**config.mk**
```make
export PLATFORM = sky130hd
export DESIGN_NAME = umpc_top
export DESIGN_NICKNAME = d
export VERILOG_FILES = /design/src/verilog/umpc_pkg.sv /design/src/verilog/umpc_top.sv
export VERILOG_INCLUDE_DIRS = /design/src /design/src/verilog
export SDC_FILE = /design/constraint.sdc
export NUM_CORES = 1
export LEC_CHECK = 0
export BUFFER_PORTS_ARGS = -buffer_cell sky130_fd_sc_hd__buf_2
export CAP_MARGIN = 25
export CORE_AREA = 3 3 115 117
export CTS_CLUSTER_DIAMETER = 60
export DETAILED_ROUTE_END_ITERATION = 8
export DIE_AREA = 0 0 118 120
export HOLD_SLACK_MARGIN = 0.02
export PLACE_DENSITY_LB_ADDON = 0.08
export SYNTH_ARGS = -nofsm -noshare
export SYNTH_HDL_FRONTEND = slang
export SYNTH_SLANG_ARGS = --single-unit
```
**constraint.sdc**
```tcl
create_clock -name aclk -period 3.7 [get_ports aclk]
set_input_delay 0.185 -clock aclk [delete_from_list [all_inputs] [get_ports aclk]]
set_output_delay 0.185 -clock aclk [all_outputs]
set_load 0.005 [all_outputs]
```
**src/verilog/umpc_defs.svh**
```systemverilog
// Notes on behaviour
// - Request-to-send pin active low, software-driven output
// - Direction bit makes request-to-send drive transceiver
// - Clear-to-send active low: flow gate, interrupt
// - Terminal-ready pin active low, general output
// - Status inputs active low, readable as inputs
// - Two function bits select multi-function pin role
// - General role: pin low when control bit3 set
// - Control bit3 resets to zero, pin high
// - Baud role outputs sixteen-times sampling clock
// - Receive role: active-low receive-ready indicator
// - Active-high reset restores all registers, outputs
// - Reset holds transmit high, ignores receive
`ifndef UMPC_DEFS_SVH
`define UMPC_DEFS_SVH
// ---------------------------------------------------------------
// Register byte offsets
// ---------------------------------------------------------------
`define UMPC_MCR_OFF    12'h000
`define UMPC_AFR_OFF    12'h004
`define UMPC_EFR_OFF    12'h008
`define UMPC_FEATURE_CONTROL_REG_OFF   12'h00C
`define UMPC_IER_OFF    12'h010
`define UMPC_MSR_OFF    12'h014
`define UMPC_ISR_OFF    12'h018
`define UMPC_IMASK_OFF  12'h01C
`define UMPC_DIV_OFF    12'h020
// ---------------------------------------------------------------
// Field positions
// ---------------------------------------------------------------
`define UMPC_MCR_DTR    0
`define UMPC_MCR_RTS    1
`define UMPC_MCR_OP2    3
`define UMPC_AFR_SEL_LO 1
`define UMPC_EFR_ARTS   6
`define UMPC_EFR_ACTS   7
`define UMPC_FEATURE_CONTROL_REG_DIR   3
`define UMPC_IER_CTS    7
// Status bits: 0 cts, 1 dsr, 2 cd, 3 ri change; 4 rx ready
`define UMPC_NEV        5
// ---------------------------------------------------------------
// Reset values and timing
// ---------------------------------------------------------------
`define UMPC_DIV_RST    16'h0001
`define UMPC_RST_MIN_NS 40
`define UMPC_CLK_NS     40
`define UMPC_RST_CYC    ((`UMPC_RST_MIN_NS+`UMPC_CLK_NS-1)/`UMPC_CLK_NS)
`endif

```
**src/verilog/umpc_pkg.sv**
```systemverilog
package umpc_pkg;
  // Multi-function pin role
  typedef enum logic [1:0] {
    UMPC_MF_GPO,
    UMPC_MF_BAUD,
    UMPC_MF_RXRDY
  } umpc_mf_t;
  // Write channel states
  typedef enum logic [1:0] {
    UMPC_W_IDLE,
    UMPC_W_RESP
  } umpc_wst_t;
endpackage

```
**src/verilog/umpc_top.sv**
```systemverilog
// The implementer's own choices: the register addresses and the AXI4-Lite register port.
`timescale 1ns/1ps
`include "umpc_defs.svh"
module umpc_top #(
  parameter int DIVW = 16
) (
  // Clock and reset
  input  wire logic        aclk,
  input  wire logic        aresetn,
  input  wire logic        dev_reset,
  // AXI4-Lite write
  input  wire logic [11:0] s_axi_awaddr,
  input  wire logic        s_axi_awvalid,
  output logic             s_axi_awready,
  input  wire logic [31:0] s_axi_wdata,
  input  wire logic [3:0]  s_axi_wstrb,
  input  wire logic        s_axi_wvalid,
  output logic             s_axi_wready,
  output logic [1:0]       s_axi_bresp,
  output logic             s_axi_bvalid,
  input  wire logic        s_axi_bready,
  // AXI4-Lite read
  input  wire logic [11:0] s_axi_araddr,
  input  wire logic        s_axi_arvalid,
  output logic             s_axi_arready,
  output logic [31:0]      s_axi_rdata,
  output logic [1:0]       s_axi_rresp,
  output logic             s_axi_rvalid,
  input  wire logic        s_axi_rready,
  // Modem pins
  output logic             request_to_send_n,
  input  wire logic        clear_to_send_n,
  output logic             terminal_ready_n,
  input  wire logic        set_ready_n,
  input  wire logic        carrier_detect_n,
  input  wire logic        ring_indicator_n,
  output logic             multi_function_out_n,
  // Serial data and core hooks
  output logic             serial_tx,
  input  wire logic        serial_rx,
  input  wire logic        tx_data,
  input  wire logic        tx_busy,
  input  wire logic        rx_data_avail,
  output logic             rx_sample,
  output logic             tx_allowed,
  output logic             irq
);

  // ---------------------------------------------------------------
  // Reset combination
  // ---------------------------------------------------------------
  // Either reset clears everything; dev_reset is active high
  logic rst;
  assign rst = !aresetn || dev_reset;

  // ---------------------------------------------------------------
  // Registers
  // ---------------------------------------------------------------
  logic [7:0]      mcr_r, afr_r, efr_r, feature_control_reg_r, ier_r;
  logic [`UMPC_NEV-1:0] isr_r, imask_r;
  logic [DIVW-1:0] div_r, cnt_r;
  logic [3:0]      st_r;
  logic            rxa_r, baud_r, aw_hold_r, w_hold_r, wstrb0_r;
  logic [11:0]     awaddr_r;
  logic [31:0]     wdata_r;
  logic            wr_go, rd_isr;
  logic [`UMPC_NEV-1:0] ev;
  umpc_pkg::umpc_mf_t mf_sel;

  // ---------------------------------------------------------------
  // Write channel
  // ---------------------------------------------------------------
  // Address and data latched independently; answer after both
  assign wr_go = aw_hold_r && w_hold_r && !s_axi_bvalid;
  always_ff @(posedge aclk) begin
    if (rst) begin
      aw_hold_r     <= 1'b0;
      w_hold_r      <= 1'b0;
      awaddr_r      <= 12'h000;
      wdata_r       <= 32'h00000000;
      wstrb0_r      <= 1'b0;
      s_axi_awready <= 1'b0;
      s_axi_wready  <= 1'b0;
      s_axi_bvalid  <= 1'b0;
      s_axi_bresp   <= 2'h0;
    end else begin
      s_axi_awready <= !aw_hold_r && !s_axi_awready && s_axi_awvalid;
      s_axi_wready  <= !w_hold_r && !s_axi_wready && s_axi_wvalid;
      if (s_axi_awvalid && s_axi_awready) begin
        aw_hold_r <= 1'b1;
        awaddr_r  <= s_axi_awaddr;
      end
      if (s_axi_wvalid && s_axi_wready) begin
        w_hold_r <= 1'b1;
        wdata_r  <= s_axi_wdata;
        // Strobe is only valid with its data beat, so keep it too
        wstrb0_r <= s_axi_wstrb[0];
      end
      if (wr_go) begin
        s_axi_bvalid <= 1'b1;
        s_axi_bresp  <= (awaddr_r > `UMPC_DIV_OFF) ? 2'h2 : 2'h0;
      end else if (s_axi_bvalid && s_axi_bready) begin
        s_axi_bvalid <= 1'b0;
        aw_hold_r    <= 1'b0;
        w_hold_r     <= 1'b0;
      end
    end
  end

  // Software registers; wstrb lane 0 alone gates every one, div_r too
  always_ff @(posedge aclk) begin
    if (rst) begin
      mcr_r   <= 8'h00;
      afr_r   <= 8'h00;
      efr_r   <= 8'h00;
      feature_control_reg_r  <= 8'h00;
      ier_r   <= 8'h00;
      imask_r <= '0;
      div_r   <= DIVW'(`UMPC_DIV_RST);
    end else if (wr_go && wstrb0_r) begin
      unique case (awaddr_r)
        `UMPC_MCR_OFF:   mcr_r   <= wdata_r[7:0];
        `UMPC_AFR_OFF:   afr_r   <= wdata_r[7:0];
        `UMPC_EFR_OFF:   efr_r   <= wdata_r[7:0];
        `UMPC_FEATURE_CONTROL_REG_OFF:  feature_control_reg_r  <= wdata_r[7:0];
        `UMPC_IER_OFF:   ier_r   <= wdata_r[7:0];
        `UMPC_IMASK_OFF: imask_r <= wdata_r[`UMPC_NEV-1:0];
        `UMPC_DIV_OFF:   div_r   <= wdata_r[DIVW-1:0];
        default: ;
      endcase
    end
  end

  // ---------------------------------------------------------------
  // Modem status and events
  // ---------------------------------------------------------------
  // Pins are active low; stored inverted so 1 means asserted
  always_ff @(posedge aclk) begin
    if (rst) begin
      st_r  <= 4'h0;
      rxa_r <= 1'b0;
    end else begin
      st_r  <= {!ring_indicator_n, !carrier_detect_n,
                !set_ready_n, !clear_to_send_n};
      rxa_r <= rx_data_avail;
    end
  end

  // Change events; clear-to-send event needs its enable
  genvar gi;
  generate
    for (gi = 0; gi < 4; gi++) begin : g_ev
      if (gi == 0) begin : g_cts
        assign ev[gi] = ier_r[`UMPC_IER_CTS] &&
                        (st_r[gi] != !clear_to_send_n);
      end else begin : g_oth
        logic pin;
        assign pin = (gi == 1) ? !set_ready_n :
                     (gi == 2) ? !carrier_detect_n : !ring_indicator_n;
        assign ev[gi] = st_r[gi] != pin;
      end
    end
  endgenerate
  assign ev[4] = rx_data_avail && !rxa_r;

  // Sticky status; a new event beats the read-clear
  assign rd_isr = s_axi_arvalid && s_axi_arready &&
                  (s_axi_araddr == `UMPC_ISR_OFF);
  always_ff @(posedge aclk) begin
    if (rst) begin
      isr_r <= '0;
      irq   <= 1'b0;
    end else begin
      isr_r <= (rd_isr ? '0 : isr_r) | ev;
      irq   <= |(((rd_isr ? '0 : isr_r) | ev) & imask_r);
    end
  end

  // ---------------------------------------------------------------
  // Read channel
  // ---------------------------------------------------------------
  always_ff @(posedge aclk) begin
    if (rst) begin
      s_axi_arready <= 1'b0;
      s_axi_rvalid  <= 1'b0;
      s_axi_rdata   <= 32'h00000000;
      s_axi_rresp   <= 2'h0;
    end else begin
      s_axi_arready <= !s_axi_arready && !s_axi_rvalid && s_axi_arvalid;
      if (s_axi_arvalid && s_axi_arready) begin
        s_axi_rvalid <= 1'b1;
        s_axi_rresp  <= 2'h0;
        unique case (s_axi_araddr)
          `UMPC_MCR_OFF:   s_axi_rdata <= {24'h000000, mcr_r};
          `UMPC_AFR_OFF:   s_axi_rdata <= {24'h000000, afr_r};
          `UMPC_EFR_OFF:   s_axi_rdata <= {24'h000000, efr_r};
          `UMPC_FEATURE_CONTROL_REG_OFF:  s_axi_rdata <= {24'h000000, feature_control_reg_r};
          `UMPC_IER_OFF:   s_axi_rdata <= {24'h000000, ier_r};
          `UMPC_MSR_OFF:   s_axi_rdata <= {28'h0000000, st_r};
          `UMPC_ISR_OFF:   s_axi_rdata <= {27'h0000000, isr_r};
          `UMPC_IMASK_OFF: s_axi_rdata <= {27'h0000000, imask_r};
          `UMPC_DIV_OFF:   s_axi_rdata <= {{(32-DIVW){1'b0}}, div_r};
          default: begin
            s_axi_rdata <= 32'h00000000;
            s_axi_rresp <= 2'h2;
          end
        endcase
      end else if (s_axi_rvalid && s_axi_rready) begin
        s_axi_rvalid <= 1'b0;
      end
    end
  end

  // ---------------------------------------------------------------
  // Sixteen-times baud clock
  // ---------------------------------------------------------------
  // Toggles every div_r cycles; a divisor of 0 is treated as 1
  always_ff @(posedge aclk) begin
    if (rst) begin
      cnt_r  <= '0;
      baud_r <= 1'b0;
    end else if (cnt_r + DIVW'(1) >= div_r) begin
      cnt_r  <= '0;
      baud_r <= !baud_r;
    end else begin
      cnt_r  <= cnt_r + DIVW'(1);
    end
  end

  // ---------------------------------------------------------------
  // Pin drivers
  // ---------------------------------------------------------------
  // Reserved code 2'b11 falls back to the general role
  always_comb begin
    unique case (afr_r[`UMPC_AFR_SEL_LO +: 2])
      2'b01:   mf_sel = umpc_pkg::UMPC_MF_BAUD;
      2'b10:   mf_sel = umpc_pkg::UMPC_MF_RXRDY;
      default: mf_sel = umpc_pkg::UMPC_MF_GPO;
    endcase
  end

  // All pins registered; reset drives the idle high levels, tx_allowed low
  always_ff @(posedge aclk) begin
    if (rst) begin
      request_to_send_n    <= 1'b1;
      terminal_ready_n     <= 1'b1;
      multi_function_out_n <= 1'b1;
      serial_tx            <= 1'b1;
      rx_sample            <= 1'b1;
      tx_allowed           <= 1'b0;
    end else begin
      // Direction mode: low while transmitting, high to receive
      if (feature_control_reg_r[`UMPC_FEATURE_CONTROL_REG_DIR])
        request_to_send_n <= !tx_busy;
      else
        request_to_send_n <= !mcr_r[`UMPC_MCR_RTS];
      terminal_ready_n <= !mcr_r[`UMPC_MCR_DTR];
      unique case (mf_sel)
        umpc_pkg::UMPC_MF_BAUD:  multi_function_out_n <= baud_r;
        umpc_pkg::UMPC_MF_RXRDY:
          multi_function_out_n <= !rx_data_avail;
        umpc_pkg::UMPC_MF_GPO:
          multi_function_out_n <= !mcr_r[`UMPC_MCR_OP2];
      endcase
      serial_tx  <= tx_data;
      rx_sample  <= serial_rx;
      // Auto flow gate; relies on host asserting request first
      tx_allowed <= !efr_r[`UMPC_EFR_ACTS] || !clear_to_send_n;
    end
  end

endmodule // umpc_top
```
### After elaboration in Yosys (flattened, before gate mapping)

Cells that the tools add are included.
Widths: inputs -> output; s select.

* output and inout bits: 48
* bits in latches: 0
* memories kept: 0
* word-level logic and storage cells: 130
* ROM bits: 0
* bits in writable memories: 0
* register bits after elaboration: 167

* div/mod/pow operators: 0
* bitwise logic cells: 2
* $add $sub $neg: 1
* $mul: 0
* magnitude comparators: 2
* reduce and logical (&&, ||, !) cells: 54
* equality and inequality tests: 22
* shift-type cells: 0
* multiplexer cells: 17

Operator list (count)
* $pmux 16 s9: 1
* $eq 12x5->1 const B: 6
* $eq 12x4->1 const B: 4
* $eq 12x3->1 const B: 2
* $eq 12x6->1 const B: 2
* $logic_not 12->1: 2
* $logic_not 1->1: 20
* $logic_and 1x1->1: 17
* $add 16x1->16 const B: 1
* $ge 16x16->1: 1
* $reduce_and 2->1: 7
* $gt 12x6->1 const B: 1
* $mux 1: 11
* $reduce_or 9->1: 1
* $and 5x5->5: 1
* $mux 5: 1
* $or 5x5->5: 1
* $reduce_or 5->1: 1
* $eq 2x1->1 const B: 2
* $eq 2x2->1 const B: 2
* $mux 2: 2
* $ne 1x1->1: 4
* $pmux 2 s2: 1
* $reduce_bool 2->1: 2
* 4 further kinds: 5

### Longest topological paths before layout

Gate-level depths: netlist of the first run.

* word-level depth: 6
* depth in mapped cells: 12

### Least setup slack after synthesis of the first run

OpenSTA, ideal clock, no wires.

* kind: flip-flop to flip-flop
* from: reg cnt_r[0]
* to: reg cnt_r[10]
* data required time: 3.569 ns
* buffers on the path: 1
* cell stages (with the launch flop): 13
* slack: 1.057 ns
* data arrival time: 2.512 ns
* cells stage by stage: dfxtp_1 ha_1 nand3_1 nor2_1 nand4_1 xnor2_1 ha_1 nand4_1 a31oi_1 nor2_1 a21oi_1 clkbuf_1 nor3b_1

* word-level cells in the longest chain between the ends: 3

RTL lines
* start: declaration: line umpc_top.sv:61 `logic [DIVW-1:0] div_r, cnt_r;`
* start signal: assignment: line umpc_top.sv:226 `cnt_r <= cnt_r + DIVW'(1);`
* $add 16x1->16 (*): line umpc_top.sv:222, umpc_top.sv:226
* $ge 16x16->1: line umpc_top.sv:222 `end else if (cnt_r + DIVW'(1) >= div_r) begin`
* $reduce_or 2->1 (no line)

Every way passes the cells marked *; elsewhere a longest branch is shown, timed or not.
A chain may end at the register's enable or synchronous reset.

### Worst setup path in the final report of the first run

* from: reg cnt_r[0]
* to: reg cnt_r[12]

The elaborated chain is that of the path after synthesis.

==> flow_summary.toml, run 1 <==
[clocking]
cts_buffers = 17
cts_setup_buffers = 0
ctsHtreeMaxLevel = 4
cts_root_buf = "clkbuf_16"
cts.sink_count = 149
cts_tree = "done"
clock_latency_ps = 420
clkTransAtPathRegs_ps = 60
cts_hold_buf = 36
cts_resized = 0
clock_path_buffers = 2

[sta]
max_freq_mhz = 343
slew_viol_final = 0
rsz0062_at_grt = "no"
setup_viol = 0
worstMarginPinSlew_ps = 983
period_needed_ps = 2910
fin_tns_setup_ps = 0
hold_viol = 0
timing.final.crit_share_pct = 78.8
slew_headroom_pct = 34.3
skew_ps = 5.86

[route]
vias = 5753
drt-pass1-iter-count = 5
wl_um = 17200
wire_per_inst_um = 16.3
ant_nets = 0
drtIter0Drc = 399
via_per_inst = 5.44
drcViolationCount = 0

[global_route]
grt_max_degree = 85
grt.total_usage_pct = 24.6
grt_pass1_vias = 5559
antenna_found_initial = 0
overflow = 0
grt_first_pass_wirelength_um = 27600

[status]
outcome = "complete, no violations"

[critical_path]
cp_cell_sequence = "nand3_1, nor3_1, and3_1, xor2_1, ha_1, a21oi_1, o21ai_0, or2_2, nor3b_1"
worstPathArrival_ps = 3240
crit_fanout = 16
required_ps = 4020
slowest_delay_ps = 480
path_class = "reg -> reg"
cp-end-kind = "flop"
cpMaxStageDelayCell = "or2_2"
start_kind = "flop"

[synthesis]
synth_top_cell_by_area = "dfxtp_1"
synth_edf_count = 0
ys_types = 60
avgSynthCellArea_um2 = 8.70
synthFlopType = "dfxtp_1"
async_flop_share_pct = 0
synth-seq-cells = 149
syn_inst = 772
yosys-top-cells-count = "149 x dfxtp_1, 132 x nand2_1, 76 x nor2_1, 71 x a21oi_1, 53 x mux2i_1"
ys_seq_area_share_pct = 44.4
synth.most_common_cell = "dfxtp_1"
synthTopCellsByArea = "dfxtp_1 44%, mux2i_1 7.9%, nand2_1 7.4%"
yosysTopAreaCellShare_pct = 44.4
synthesis.area_um2 = 6720
ys_warn_count = 0

[power]
pwr-share-seq_pct = 46.0
intPower_mw = 2.78
clockPowerShare_pct = 49.3
power_mw = 3.53
p_sw_share_pct = 21.2
pwr-share-comb_pct = 4.7
p_per_area_nw_per_um2 = 436
ir_drop_v = 0.000313
net-switching-power_uw = 749
p_leak_nw = 3.24

[final_layout]
syn2layout_area_growth_pct = 20.7
drive_gt1_share_pct = 15.6
layout.nets = 968
diodes = 0

[placed_design]
routabilityCongestion = 0.880
port_buffers = 86
hpwlAfterDp_um = 11700

[floorplan]
start_util_pct = 53.9
top_level_ports = 124
rows = 41
die_w_um = 118
dieHeight_um = 120
dieArea_um2 = 14200
core_um2 = 12500

[job]
maxCapViolCount = 0

[min_path]
hold_path_class = "in -> reg"
## flip-flops by register name, summed over array words and instances (netlist names), 4 cells and up
| name | cells |
|---|---|
| ier_r | 8 |
| imask_r | 5 |
| feature_control_reg_r | 8 |
| mcr_r | 8 |
| wdata_r | 16 |
| afr_r | 8 |
| efr_r | 8 |
| awaddr_r | 12 |
| s_axi_rdata | 16 |
| st_r | 4 |
| cnt_r | 16 |
| div_r | 16 |
| isr_r | 5 |
## power groups by stage
stage	logic [mW]	clock network [mW]	registers, mW
after floorplan	0.0905	0	1.66
after global placement	0.131	0	1.66
after detailed placement	0.134	0	1.66
after CTS	0.163	1.76	1.63
after global routing	0.181	1.83	1.63
final	0.165	1.74	1.63
## cell families (layout without fill, tap and decap cells)
family                   Yosys count  after routing  share of synthesized area [%]
AO/OA/AOI/OAI                    125            125                           11.4
buffers and inverters             85            182                           6.18
multiplexers                      60             60                           9.57
XOR/XNOR                          18             18                           2.35
AND/OR/NAND/NOR                  315            315                           22.5
flip-flops                       149            149                           44.4
other                              1             18                         0.0558
adder cells (fa/ha/maj)           19             19                           3.54
## per-stage QoR
step	instance area, µm²	setup slack (ps)	instances	util [%]	hold slack, ps
after CTS	8110	789	1058	65.1	30.9
final	8110	786	1058	65.1	46.9
after global placement	7140	970	990	57.3	365
after detailed placement	7140	815	990	57.3	369
after global routing	8110	465	1058	65.1	40.7
after floorplan	6780	1060	789	-	257
## layout make-up
class / count / area, µm²
sequential: 149 / 2980
clock inverter: 8 / 95.1
clock buffer: 24 / 512
timing repair buffer: 127 / 828
multi-input combinational: 555 / 3390
inverter: 23 / 86.3
fill: 1069 / 4350
tap: 172 / 215
## layer usage
metal,wire length [µm],part of all wire (%),GRT usage [%],vias to the layer above
li1,-,-,-,2832
met1,7780,45,31.5,2710
met2,8230,48,40.5,183
met3,882,5.1,5.89,28
met4,311,1.8,9.01,0
met5,0,0,0,-
## final timing paths
path	to	start	slack (ps)	cells past startpoint
worst max-delay path	cnt_r[12]	cnt_r[0]	790	9
worst max register to register	cnt_r[12]	cnt_r[0]	790	9
worst min register to register	terminal_ready_n	mcr_r[0]	420	1
worst min-delay path	s_axi_wready	s_axi_wvalid	50	2
## layout by cell type (no fill, tap or decap), types with 6 or more instances in the layout
| cell | count |
|---|---|
| dlygate4sd3_1 | 36 |
| nor3b_1 | 16 |
| a221oi_1 | 6 |
| nor3_1 | 6 |
| nand3_1 | 27 |
| ha_1 | 19 |
| clkbuf_16 | 17 |
| o21ai_0 | 12 |
| clkbuf_8 | 6 |
| and3_1 | 7 |
| conb_1 | 18 |
| mux2i_1 | 53 |
| buf_2 | 86 |
| nor2_1 | 76 |
| a22oi_1 | 6 |
| xnor2_1 | 13 |
| nand2b_1 | 6 |
| inv_1 | 23 |
| a21oi_1 | 71 |
| nand4_1 | 10 |
| nand2_1 | 132 |
| dfxtp_1 | 149 |
## critical path: cells and delay by family, from the launching register on
kind / cells / cell delay, ps
AOI/OAI and AO/OA: 2 / 330
DFF: 1 / 380
adders and majority gates: 1 / 290
xor gates and xnor gates: 1 / 230
and+or+nand+nor: 5 / 1580
No activity file was read; power rests on OpenSTA's default activity.
==> run 2, diff against run 1 <==
--- a/config.mk
+++ b/config.mk
@@ -8,10 +8,10 @@
 export LEC_CHECK = 0
 export BUFFER_PORTS_ARGS = -buffer_cell sky130_fd_sc_hd__buf_2
 export CAP_MARGIN = 25
-export CORE_AREA = 3 3 115 117
+export CORE_AREA = 3 3 120 122
 export CTS_CLUSTER_DIAMETER = 60
 export DETAILED_ROUTE_END_ITERATION = 8
-export DIE_AREA = 0 0 118 120
+export DIE_AREA = 0 0 123 125
 export HOLD_SLACK_MARGIN = 0.02
 export PLACE_DENSITY_LB_ADDON = 0.08
 export SYNTH_ARGS = -nofsm -noshare
==> constraint.sdc (replaced) <==
create_clock -name aclk -period 2.4 [get_ports aclk]
set_input_delay 0.12 -clock aclk [delete_from_list [all_inputs] [get_ports aclk]]
set_output_delay 0.12 -clock aclk [all_outputs]
set_load 0.005 [all_outputs]
==> run 2 against run 1 <==
Against the previous run: the flow now finishes with violations (setup timing); combinational power up 64%; cell area up 5.7%; critical path depth up 2; flip-flop and latch count unchanged; final cell count up 3.5%; worst hold slack better by 9.8 ps; via count up 2.9%; sequential share of layout area down 1.9 points; critical path type unchanged; largest power group is now registers.
==> flow_summary.toml, run 2 (synthesis gave the netlist of run 1 again) <==
[status]
outcome = "finished with violations"
failed_checks = "setup timing"

[critical_path]
cpMaxStageDelayCell = "dfxtp_4"
cp-end-kind = "flop"
endpoint = "cnt_r[10]"
worst_r2r_endpoint = "cnt_r[10]"
slowest_delay_ps = 360
start_kind = "flop"
path_class = "reg -> reg"
cpMostUsedCell = "buf_4"
rr_worst_depth = 11
cp_cell_sequence = "ha_4, buf_4, buf_4, xor2_1, ha_1, o21ai_0, nand2b_1, a31oi_2, a21oi_4, buf_12, nor3b_1"
worstPathArrival_ps = 2790
worstReg2RegStart = "cnt_r[0]"
required_ps = 2740
crit_fanout = 13
crit_start = "cnt_r[0]"
rrSetupSlack_ps = -40

[power]
power_mw = 5.26
ir_drop_v = 0.000412
p_per_area_nw_per_um2 = 614
p_leak_nw = 3.44

[global_route]
grt_pass1_vias = 5809
grt_first_pass_wirelength_um = 29700
antenna_found_initial = 0
overflow = 0
met2_usage_pct = 40.1
use_met3_pct = 3.93
grt_max_degree = 62
grt.total_usage_pct = 24.4
grt_use_met1_pct = 32.9
top_usage_layer = "met2"

[route]
via_per_inst = 5.40
drt-pass1-iter-count = 5
drcViolationCount = 0
drtIter0Drc = 433
vias = 5917
wire_per_inst_um = 16.9
wl_um = 18500
ant_nets = 0

[clocking]
clock_latency_ps = 420
cts_buffers = 17
clkTransAtPathRegs_ps = 60
ctsHtreeMaxLevel = 4
cts.sink_count = 149
clock_path_buffers = 2
cts_tree = "done"
cts_root_buf = "clkbuf_16"

[final_layout]
syn2layout_area_growth_pct = 27.6
drive_gt1_share_pct = 21.8
final_common_cell = "dfxtp_1"
diodes = 0
final_util_pct = 64.5
mostFrequentLayoutCells = "144 x dfxtp_1, 131 x nand2_1, 86 x buf_2"
layout.nets = 1004

[placed_design]
routabilityCongestion = 0.928
port_buffers = 86
pre_cts_ws_ps = -391
hpwlAfterDp_um = 12500

[floorplan]
dieHeight_um = 125
core_um2 = 13300
start_util_pct = 50.5
dieArea_um2 = 15400
die_w_um = 123
rows = 42
top_level_ports = 124

[sta]
max_freq_mhz = 409
slew_headroom_pct = 57.0
setup_slack_ps = -44.9
period_needed_ps = 2440
rsz0062_at_grt = "yes"
timing.final.crit_share_pct = 102
hold_viol = 0
worstMarginPinSlew_ps = 645
skew_ps = 10.8
slew_viol_final = 0
setup_viol = 15
timing.hold.ws_ps = 56.6

[job]
maxCapViolCount = 0

[min_path]
hold_path_class = "in -> reg"
[run 2: changes by cell type in the layout (fill, tap and decap cells not counted), moves of 4 or more]
cell | before | now
a21oi_1 | 71 | 67
buf_4 | 5 | 33
dfxtp_1 | 149 | 144
dfxtp_2 | 0 | 4
dlygate4sd3_1 | 36 | 41
nand3_1 | 27 | 23
nor2_1 | 76 | 72
nor3b_1 | 16 | 8
nor3b_2 | 0 | 8
[run 2: worst min-delay path by stage]
| stage | start | to | slack, ps | cells after the start |
|---|---|---|---|---|
| floorplan | clear_to_send_n | st_r[0] | 190 | 1 |
| global placement | tx_data | serial_tx | 300 | 2 |
| detailed placement | tx_data | serial_tx | 310 | 2 |
| CTS | tx_busy | request_to_send_n | 30 | 3 |
| global route | tx_busy | request_to_send_n | 50 | 3 |
| finish | tx_busy | request_to_send_n | 60 | 3 |
[run 2: power breakdown]
| part | switching [mW] | internal [mW] | leakage [nW] | total (mW) |
|---|---|---|---|---|
| combinational | 0.147 | 0.124 | 1.97 | 0.271 |
| sequential | 0.0167 | 2.49 | 1.21 | 2.51 |
| clock | 0.969 | 1.52 | 0.265 | 2.48 |
[run 2: metal layers]
layer	vias to the layer above	wire [µm]
met5	-	0
met4	0	376
met3	35	812
met2	170	9080
met1	2802	8200
li1	2910	-
[run 2: layout make-up]
cell class	instances	area (µm²)
fillers	1117	4720
clock inverters	4	47.5
clock buffers	25	495
multi-input cells	555	3600
repair buffers	163	1130
flip-flops and latches	149	2990
well taps	176	220
inverters	23	86.3
[run 2: through the flow]
step	std cells	setup TNS [ps]	cell area, µm²
finish	1095	-474	8570
global route	1095	-3070	8570
CTS	1094	0	8450
detailed placement	1019	-5890	7360
global placement	1019	-3980	7360
floorplan	789	0	6820
[run 2: timing repair]
action,in CTS,in global routing
setup buffers,5,1
endpoints found under the setup margin,17,17
pin swaps,14,10
hold buffers,41,0
hold endpoints to repair,44,0
resized for setup,18,26
[run 2: critical path: cells and delay by family, from the launching register on]
kind | cells | cell delay [ps]
buffers and inverters | 3 | 410
AND/OR/NAND/NOR | 2 | 330
flip-flops | 1 | 360
AO/OA/AOI/OAI | 3 | 610
XOR/XNOR | 1 | 230
adder cells (fa/ha/maj) | 2 | 440
